===== src/inc/prsg_defs.svh =====
// Register offsets, field positions, reset values and timing counts
`ifndef PRSG_DEFS_SVH
`define PRSG_DEFS_SVH
`define PRSG_OFF_RUN_EN 8'h00
`define PRSG_OFF_SLEEP_EN 8'h04
`define PRSG_OFF_SLEEP_SET 8'h08
`define PRSG_OFF_SLEEP_CLR 8'h0c
`define PRSG_OFF_SOFT_RST 8'h10
`define PRSG_OFF_CTRL 8'h14
`define PRSG_OFF_READY 8'h18
`define PRSG_OFF_STATUS 8'h1c
`define PRSG_CTRL_AGC_BIT 0
`define PRSG_STATUS_SLEEP_BIT 0
`define PRSG_STATUS_WAKE_BIT 1
`define PRSG_RUN_EN_RESET 32'h0000_0000
`define PRSG_SLEEP_EN_RESET 32'hffff_ffff
`define PRSG_AGC_RESET 1'b0
`define PRSG_RST_CYCLES 4
`define PRSG_SETTLE_CYCLES 2
`endif


===== src/inc/prsg_pkg.sv =====
// Types shared by the reset and sleep gating design
package prsg_pkg;
  typedef logic [31:0] word_t;
  typedef logic [7:0] addr_t;
  typedef logic [3:0] sel_t;
  // One-hot register select
  typedef enum logic [8:0] {
    SEL_NONE = 9'h000,
    SEL_RUN_EN = 9'h001,
    SEL_SLEEP_EN = 9'h002,
    SEL_SLEEP_SET = 9'h004,
    SEL_SLEEP_CLR = 9'h008,
    SEL_SOFT_RST = 9'h010,
    SEL_CTRL = 9'h020,
    SEL_READY = 9'h040,
    SEL_STATUS = 9'h080
  } reg_sel_t;
endpackage : prsg_pkg


===== src/inc/periph_gate_if.sv =====
// Control and status bundle between the register file and the slot logic
`timescale 1ns/100ps
interface periph_gate_if #(parameter int N = 32);
  logic [N-1:0] run_en;
  logic [N-1:0] sleep_en;
  logic [N-1:0] rst_req;
  logic agc;
  logic cpu_sleep;
  logic [N-1:0] clk_en;
  logic [N-1:0] rst;
  logic [N-1:0] ready;
  modport ctrl (output run_en, sleep_en, rst_req, agc, cpu_sleep,
    input clk_en, rst, ready);
  modport slot (input run_en, sleep_en, rst_req, agc, cpu_sleep,
    output clk_en, rst, ready);
endinterface : periph_gate_if


===== src/verilog/periph_slot.sv =====
// Per-peripheral reset pulse, settle timer, clock enable and ready status
`timescale 1ns/100ps
`include "prsg_defs.svh"
module periph_slot #(
  parameter int N = 32,
  parameter int CW = 4
) (
  input wire logic i_clk,
  input wire logic i_rst,
  periph_gate_if.slot gate
);
  import prsg_pkg::*;

  localparam logic [CW-1:0] RST_LOAD = CW'(`PRSG_RST_CYCLES);
  localparam logic [CW-1:0] SETTLE_LOAD = CW'(`PRSG_SETTLE_CYCLES);
  localparam logic [CW-1:0] ONE = CW'(1);

  logic [CW-1:0] rst_cnt [N];
  logic [CW-1:0] settle_cnt [N];
  logic [N-1:0] run_en_d;
  logic [N-1:0] settle_load;

  // Settling restarts on enable or at the last reset cycle
  always_comb begin
    for (int i = 0; i < N; i++) begin
      settle_load[i] = (gate.run_en[i] & ~run_en_d[i]) |
        ((rst_cnt[i] == ONE) & ~gate.rst_req[i]);
    end
  end

  // Reset pulse counters, each peripheral on its own
  always_ff @(posedge i_clk or posedge i_rst) begin
    if (i_rst) begin
      for (int i = 0; i < N; i++) rst_cnt[i] <= '0;
      gate.rst <= '0;
    end else begin
      for (int i = 0; i < N; i++) begin
        if (gate.rst_req[i]) begin
          rst_cnt[i] <= RST_LOAD;
        end else if (rst_cnt[i] != '0) begin
          rst_cnt[i] <= rst_cnt[i] - ONE;
        end
        gate.rst[i] <= gate.rst_req[i] | (rst_cnt[i] > ONE);
      end
    end
  end

  // Settle timers and ready status
  always_ff @(posedge i_clk or posedge i_rst) begin
    if (i_rst) begin
      for (int i = 0; i < N; i++) settle_cnt[i] <= '0;
      run_en_d <= '0;
      gate.ready <= '0;
    end else begin
      run_en_d <= gate.run_en;
      for (int i = 0; i < N; i++) begin
        if (settle_load[i]) begin
          settle_cnt[i] <= SETTLE_LOAD;
        end else if (settle_cnt[i] != '0) begin
          settle_cnt[i] <= settle_cnt[i] - ONE;
        end
        gate.ready[i] <= gate.run_en[i] & ~gate.rst_req[i] & (rst_cnt[i] == '0) &
          (settle_cnt[i] == '0) & ~settle_load[i];
      end
    end
  end

  // Clock from run enable, cut in sleep with gating on and no sleep enable; a reset pulse does not hold it on
  always_ff @(posedge i_clk or posedge i_rst) begin
    if (i_rst) begin
      gate.clk_en <= '0;
    end else begin
      gate.clk_en <= gate.run_en &
        ~({N{gate.cpu_sleep & gate.agc}} & ~gate.sleep_en);
    end
  end

  rst_pulse_a: assert property (@(posedge i_clk) disable iff (i_rst)
    gate.rst_req[0] |=> gate.rst[0] [*4])
    else $error("reset pulse shorter than four cycles");
  rst_isolated_a: assert property (@(posedge i_clk) disable iff (i_rst)
    gate.rst_req[0] && !gate.rst_req[1] && !gate.rst[1] |=> !gate.rst[1])
    else $error("reset leaked to a neighbour");
  not_ready_a: assert property (@(posedge i_clk) disable iff (i_rst)
    (!gate.run_en[0] || gate.rst[0]) |=> !gate.ready[0])
    else $error("ready while disabled or in reset");
  sleep_stop_a: assert property (@(posedge i_clk) disable iff (i_rst)
    gate.cpu_sleep && gate.agc && !gate.sleep_en[0] |=> !gate.clk_en[0])
    else $error("clock kept in sleep without sleep enable");
  sleep_keep_a: assert property (@(posedge i_clk) disable iff (i_rst)
    gate.cpu_sleep && gate.sleep_en[0] && gate.run_en[0] |=> gate.clk_en[0])
    else $error("sleep enabled peripheral lost its clock");
  run_resume_a: assert property (@(posedge i_clk) disable iff (i_rst)
    $fell(gate.cpu_sleep) && gate.run_en[0] |-> ##1 gate.clk_en[0])
    else $error("peripheral did not resume after sleep");
  agc_off_a: assert property (@(posedge i_clk) disable iff (i_rst)
    !gate.agc && gate.run_en[0] |=> gate.clk_en[0])
    else $error("clock gated while gating is off");
endmodule : periph_slot


===== src/verilog/periph_reset_sleep_gating.sv =====
// Wishbone register file for peripheral soft reset and sleep clock gating
`timescale 1ns/100ps
`include "prsg_defs.svh"
module periph_reset_sleep_gating #(
  parameter int N = 32
) (
  input wire logic I_CLK,
  input wire logic I_RST,
  input wire logic I_WB_CYC,
  input wire logic I_WB_STB,
  input wire logic I_WB_WE,
  input wire prsg_pkg::addr_t I_WB_ADR,
  input wire prsg_pkg::sel_t I_WB_SEL,
  input wire prsg_pkg::word_t I_WB_DAT,
  output prsg_pkg::word_t O_WB_DAT,
  output logic O_WB_ACK,
  input wire logic I_CPU_SLEEP,
  input wire logic [N-1:0] I_PERIPH_WAKE,
  output logic [N-1:0] O_PERIPH_CLK_EN,
  output logic [N-1:0] O_PERIPH_RST,
  output logic [N-1:0] O_PERIPH_READY,
  output logic O_CPU_WAKE
);
  import prsg_pkg::*;

  periph_gate_if #(.N(N)) gate ();

  logic wb_req;
  logic wr_take;
  reg_sel_t sel;
  logic [N-1:0] periph_run_clock_enable;
  logic [N-1:0] periph_sleep_clock_enable;
  logic [N-1:0] periph_soft_reset_request;
  logic auto_clock_gating_enable;
  logic [N-1:0] wake_src;
  word_t next_rdata;

  // Byte lanes from sel, used by every writable register except the control register
  function automatic word_t lane_mask(input sel_t s);
    return {{8{s[3]}}, {8{s[2]}}, {8{s[1]}}, {8{s[0]}}};
  endfunction : lane_mask

  // Merge write data into a stored word under the byte lanes
  function automatic word_t merge(input word_t old, input word_t wd, input sel_t s);
    return (old & ~lane_mask(s)) | (wd & lane_mask(s));
  endfunction : merge

  // Widen a peripheral vector to a bus word
  function automatic word_t widen(input logic [N-1:0] v);
    word_t w;
    w = '0;
    w[N-1:0] = v;
    return w;
  endfunction : widen

  // Address decode
  always_comb begin
    unique case (I_WB_ADR)
      `PRSG_OFF_RUN_EN: sel = SEL_RUN_EN;
      `PRSG_OFF_SLEEP_EN: sel = SEL_SLEEP_EN;
      `PRSG_OFF_SLEEP_SET: sel = SEL_SLEEP_SET;
      `PRSG_OFF_SLEEP_CLR: sel = SEL_SLEEP_CLR;
      `PRSG_OFF_SOFT_RST: sel = SEL_SOFT_RST;
      `PRSG_OFF_CTRL: sel = SEL_CTRL;
      `PRSG_OFF_READY: sel = SEL_READY;
      `PRSG_OFF_STATUS: sel = SEL_STATUS;
      default: sel = SEL_NONE;
    endcase
  end

  assign wb_req = I_WB_CYC & I_WB_STB;
  // Writes land on the edge that sees ack high, as the master samples it
  assign wr_take = wb_req & I_WB_WE & O_WB_ACK;

  // Ack one cycle after the request, dropped the cycle after
  always_ff @(posedge I_CLK or posedge I_RST) begin
    if (I_RST) begin
      O_WB_ACK <= 1'b0;
    end else begin
      O_WB_ACK <= wb_req & ~O_WB_ACK;
    end
  end

  // Read mux; unmapped offsets read as zero
  always_comb begin
    next_rdata = '0;
    unique case (sel)
      SEL_RUN_EN: next_rdata = widen(periph_run_clock_enable);
      SEL_SLEEP_EN: next_rdata = widen(periph_sleep_clock_enable);
      SEL_SLEEP_SET: next_rdata = widen(periph_sleep_clock_enable);
      SEL_SLEEP_CLR: next_rdata = widen(periph_sleep_clock_enable);
      SEL_SOFT_RST: next_rdata = widen(gate.rst);
      SEL_CTRL: next_rdata[`PRSG_CTRL_AGC_BIT] = auto_clock_gating_enable;
      SEL_READY: next_rdata = widen(gate.ready);
      SEL_STATUS: begin
        next_rdata[`PRSG_STATUS_SLEEP_BIT] = I_CPU_SLEEP;
        next_rdata[`PRSG_STATUS_WAKE_BIT] = O_CPU_WAKE;
      end
      SEL_NONE: next_rdata = '0;
    endcase
  end

  // Read data captured with the ack
  always_ff @(posedge I_CLK or posedge I_RST) begin
    if (I_RST) begin
      O_WB_DAT <= '0;
    end else if (wb_req & ~O_WB_ACK & ~I_WB_WE) begin
      O_WB_DAT <= next_rdata;
    end
  end

  // Run enables
  always_ff @(posedge I_CLK or posedge I_RST) begin
    if (I_RST) begin
      periph_run_clock_enable <= N'(`PRSG_RUN_EN_RESET);
    end else if (wr_take && sel == SEL_RUN_EN) begin
      periph_run_clock_enable <= N'(merge(widen(periph_run_clock_enable),
        I_WB_DAT, I_WB_SEL));
    end
  end

  // Sleep enables: direct write, set-only and clear-only views
  always_ff @(posedge I_CLK or posedge I_RST) begin
    if (I_RST) begin
      periph_sleep_clock_enable <= N'(`PRSG_SLEEP_EN_RESET);
    end else if (wr_take) begin
      unique case (sel)
        SEL_SLEEP_EN: periph_sleep_clock_enable <= N'(merge(
          widen(periph_sleep_clock_enable), I_WB_DAT, I_WB_SEL));
        SEL_SLEEP_SET: periph_sleep_clock_enable <= periph_sleep_clock_enable |
          N'(I_WB_DAT & lane_mask(I_WB_SEL));
        SEL_SLEEP_CLR: periph_sleep_clock_enable <= periph_sleep_clock_enable &
          ~N'(I_WB_DAT & lane_mask(I_WB_SEL));
        default: periph_sleep_clock_enable <= periph_sleep_clock_enable;
      endcase
    end
  end

  // Global gating enable; toggling it leaves the sleep enables untouched
  always_ff @(posedge I_CLK or posedge I_RST) begin
    if (I_RST) begin
      auto_clock_gating_enable <= `PRSG_AGC_RESET;
    end else if (wr_take && sel == SEL_CTRL && I_WB_SEL[0]) begin
      auto_clock_gating_enable <= I_WB_DAT[`PRSG_CTRL_AGC_BIT];
    end
  end

  // Write-one soft reset request, a single-cycle pulse per named bit
  always_ff @(posedge I_CLK or posedge I_RST) begin
    if (I_RST) begin
      periph_soft_reset_request <= '0;
    end else if (wr_take && sel == SEL_SOFT_RST) begin
      periph_soft_reset_request <= N'(I_WB_DAT & lane_mask(I_WB_SEL));
    end else begin
      periph_soft_reset_request <= '0;
    end
  end

  // Core sleep is on this clock, so no synchroniser
  assign gate.run_en = periph_run_clock_enable;
  assign gate.sleep_en = periph_sleep_clock_enable;
  assign gate.rst_req = periph_soft_reset_request;
  assign gate.agc = auto_clock_gating_enable;
  assign gate.cpu_sleep = I_CPU_SLEEP;

  periph_slot #(.N(N), .CW(4)) u_slot (
    .i_clk(I_CLK),
    .i_rst(I_RST),
    .gate(gate)
  );

  assign O_PERIPH_CLK_EN = gate.clk_en;
  assign O_PERIPH_RST = gate.rst;
  assign O_PERIPH_READY = gate.ready;

  // Only a peripheral that still has its clock can wake the core
  assign wake_src = I_PERIPH_WAKE & gate.clk_en;
  always_ff @(posedge I_CLK or posedge I_RST) begin
    if (I_RST) begin
      O_CPU_WAKE <= 1'b0;
    end else begin
      O_CPU_WAKE <= I_CPU_SLEEP & (|wake_src);
    end
  end

  ack_single_a: assert property (@(posedge I_CLK) disable iff (I_RST)
    O_WB_ACK |=> !O_WB_ACK)
    else $error("ack held longer than one cycle");
  ack_timely_a: assert property (@(posedge I_CLK) disable iff (I_RST)
    wb_req && !O_WB_ACK |=> O_WB_ACK)
    else $error("ack missing one cycle after request");
  wake_path_a: assert property (@(posedge I_CLK) disable iff (I_RST)
    I_CPU_SLEEP && (|(I_PERIPH_WAKE & O_PERIPH_CLK_EN)) |=> O_CPU_WAKE)
    else $error("wake event not passed to the core");
  sleep_kept_a: assert property (@(posedge I_CLK) disable iff (I_RST)
    !wr_take |=> $stable(periph_sleep_clock_enable))
    else $error("sleep enables changed without a write");
  gated_only_a: assert property (@(posedge I_CLK) disable iff (I_RST)
    !auto_clock_gating_enable && I_CPU_SLEEP |=> O_PERIPH_CLK_EN == $past(periph_run_clock_enable))
    else $error("sleep enables acted with gating off");
endmodule : periph_reset_sleep_gating


===== config.mk =====
export PLATFORM = sky130hd
export DESIGN_NAME = periph_reset_sleep_gating
export DESIGN_NICKNAME = d
export VERILOG_FILES = /design/src/inc/prsg_pkg.sv /design/src/inc/periph_gate_if.sv /design/src/verilog/periph_slot.sv /design/src/verilog/periph_reset_sleep_gating.sv
export VERILOG_INCLUDE_DIRS = /design/src /design/src/inc
export SDC_FILE = /design/constraint.sdc
export NUM_CORES = 1
export LEC_CHECK = 0
export BUFFER_PORTS_ARGS = -buffer_cell sky130_fd_sc_hd__buf_2
export CORE_ASPECT_RATIO = 0.75
export CORE_MARGIN = 2
export CORE_UTILIZATION = 45
export DETAILED_ROUTE_END_ITERATION = 12
export SLEW_MARGIN = 25
export SYNTH_ARGS = -nofsm -noshare
export SYNTH_HDL_FRONTEND = slang
export SYNTH_SLANG_ARGS = --single-unit

===== constraint.sdc =====
create_clock -name I_CLK -period 22.4 [get_ports I_CLK]
set_input_delay 2.24 -clock I_CLK [delete_from_list [all_inputs] [get_ports I_CLK]]
set_output_delay 2.24 -clock I_CLK [all_outputs]
set_load 0.005 [all_outputs]

==> results.txt <==
critical path class: input port to register
vias per cell: 5.33
total power: 3.46 mW
Final GP Congestion: 0.861
Synth Cell Area: 24600 um2
final hold violation count: 0
max capacitance violation total: 0
clock transition at the registers of the reported paths: 60 ps
layout cells sized above 1: 15.8%
top cell type by total area after synthesis: dfrtp_1
ys async rst share: 100%
Clock power frac: 26.0%
VDD IR max: 0.0000577 V
nets: 2857
first-pass GRT wire length: 97200 um
Fmax: 238 MHz
Clk Tree Root Cell: clkbuf_16
total placed instance area: 26500 um2
CTS HTree Levels: 2
CTS Hold Bufs: 0
total gr overflow: 0
Synth Net Count: 2618
net switching power: 1.22 mW
die area: 56500 um2
routed via count: 18066
DP HPWL: 44600 um
Die X: 274 um
commonest non-fill, non-tap cell in the layout: dfrtp_1
Routed WL: 62400 um
initial DRC count: 1531
dominant cells by area after synthesis: dfrtp_1 49%, ha_1 8.0%, nor2_1 4.2%, inv_1 3.8%, dfstp_2 3.4%
Non-Filler Instances: 3389
Final TNS setup: 0 ps
CTS-repair resized insts: 0
pwr/cell area: 122 nW/um2
Max FO, Critical Path: 29
worst rel slew slack: 29.4%
kind of end point of the critical path: register
final worst path period share: 18.8%
num rows: 74
Final min period: 4200 ps
total track usage: 22.2%
Sw Share: 35.2%
Worst-Margin Slew: 1060 ps
largest net degree at the start of global routing: 175
DRC viols: 0
Met2 Wirelength: 27300 um
core area: 54300 um2
Yosys top cell area share: 49.2%
sequential power share: 41.1%
worst min-delay path class: register to register
#FFs+latches synth: 515
clk buf depth: 3
WL met3: 4100 um
synth warn: 0
wl on met1: 29100 um
Pre-antenna DRT Iters: 5
Worst Skew: 10.3 ps
post-route ant nets: 0
final instance area: 28300 um2
Logic pwr share: 32.9%
CTS tree: built
CTS Buf Count: 53
clk sink count: 515
final setup vio count: 0
Post-synth EDFFs: 0
CP arrival: 4730 ps
cells after synthesis: 2378
Max Used Layer: met5
Final Max Tran Viols: 0
Synth cell types: 60
# IOs: 212
post-CTS setup repair buffer count: 0
Initial Util: 45.3%
Area Growth Syn to Fin: 15.2%
commonest cells after routing, fill and taps aside: 483 x dfrtp_1, 275 x nor2_1, 248 x inv_1, 211 x buf_2, 158 x ha_1
Pint: 2.24 mW
crit path launch type: input port
Lkg Pwr: 13.6 nW
outcome: complete, no violations
initial antenna violation count: 7
placed insts: 3283
RSZ-0062 raised after global routing: false
Avg Synthesized Cell Area: 10.3 um2
post-synthesis sequential area ratio: 52.6%
clk_lat worst skew: 590 ps
IO Port Bufs: 211
vias in the first global route: 17302
die span in y: 206 um
final hold slack: 420 ps
Main synth FF type: dfrtp_1
Req. time, crit path: 22930 ps
routed len/inst: 18.4 um
## final timing paths
kind	start	to	slack (ps)	cells after the start
max	I_WB_ADR[4]	gate.rst_req[22]	18200	5
min	register	u_slot.run_en_d[27]	420	0
max reg2reg	O_WB_ACK	register	19920	4
min reg2reg	register	u_slot.run_en_d[27]	420	0
max in group asynchronous	I_RST	u_slot.rst_cnt[73]	19160	4
min in group asynchronous	I_RST	u_slot.rst_cnt[54]	1790	2
## worst max-delay path: stages
cell,delay [ps]
buf_2,770
nor3b_2,790
buf_4,290
and4_1,430
and2_1,180
## sequential cells by signal, indices dropped and copies added (netlist names), 32 cells and up, named ones only
name                count
u_slot.run_en_d        32
u_slot.gate.ready      32
u_slot.gate.clk_en     32
u_slot.settle_cnt     128
gate.sleep_en          32
gate.rst_req           32
u_slot.gate.rst        32
u_slot.rst_cnt        128
O_WB_DAT               32
## cells in the mapped netlist, types with 9 or more instances
library cell and count:
o211ai_1 58, dfstp_2 32, and3_1 9, xnor2_1 64, nor2_1 275, dfrtp_1 483, nor4b_1 10, mux2_2 36
a21oi_1 116, a211oi_1 31, nor3_1 110, nand2b_1 65, nand2_1 104, o22ai_1 13, and2_1 36, buf_2 14
a22oi_1 58, inv_1 249, mux2i_1 29, ha_1 158, or3_1 94, nor3b_1 11, or3b_2 21, nand3b_1 24
o2bb2ai_1 16, nand4_1 10, o21ai_0 124, a22o_1 30, a21o_1 10, a211o_1 10, clkbuf_1 18
## kinds of logic after synthesis
| kind of cell | synth area share (%) |
|---|---|
| xor+xnor | 2.32 |
| flops | 52.6 |
| compound gates | 12.7 |
| mux | 2.83 |
| fa+ha+maj | 8.04 |
| buf+inv | 4.56 |
| simple gates | 17.0 |
## power groups by stage
stage	logic [mW]	registers, mW	clock network [mW]
after global routing	1.34	1.46	0.963
after detailed placement	1.14	1.43	0
final	1.14	1.42	0.901
after floorplan	0.914	1.37	0
after CTS	1.15	1.42	0.921
after global placement	1.08	1.42	0
## routing by layer
| layer | vias to the layer above | GRT usage, % |
|---|---|---|
| li1 | 8684 | - |
| met5 | - | 0 |
| met2 | 401 | 33.4 |
| met3 | 104 | 4.32 |
| met1 | 8873 | 32.1 |
| met4 | 4 | 7.55 |
## area by class of cell
class	count	area, um2
Inverter	249	942
Clock inverter	10	131
Multi-Input combinational cell	1575	10600
Sequential cell	515	12900
Tap cell	722	903
Timing Repair Buffer	223	1190
Antenna cell	5	12.5
Clock buffer	90	1640
Fill cell	4848	25900
## through the flow
| step | setup slack, ps | utilization (%) |
|---|---|---|
| after floorplan | 5830 | - |
| after global placement | 17480 | 48.8 |
| after detailed placement | 17630 | 48.8 |
| after CTS | 18260 | 52.1 |
| after global routing | 18090 | 52.2 |
| final | 18200 | 52.2 |
Power figures use the tool's default switching activity.
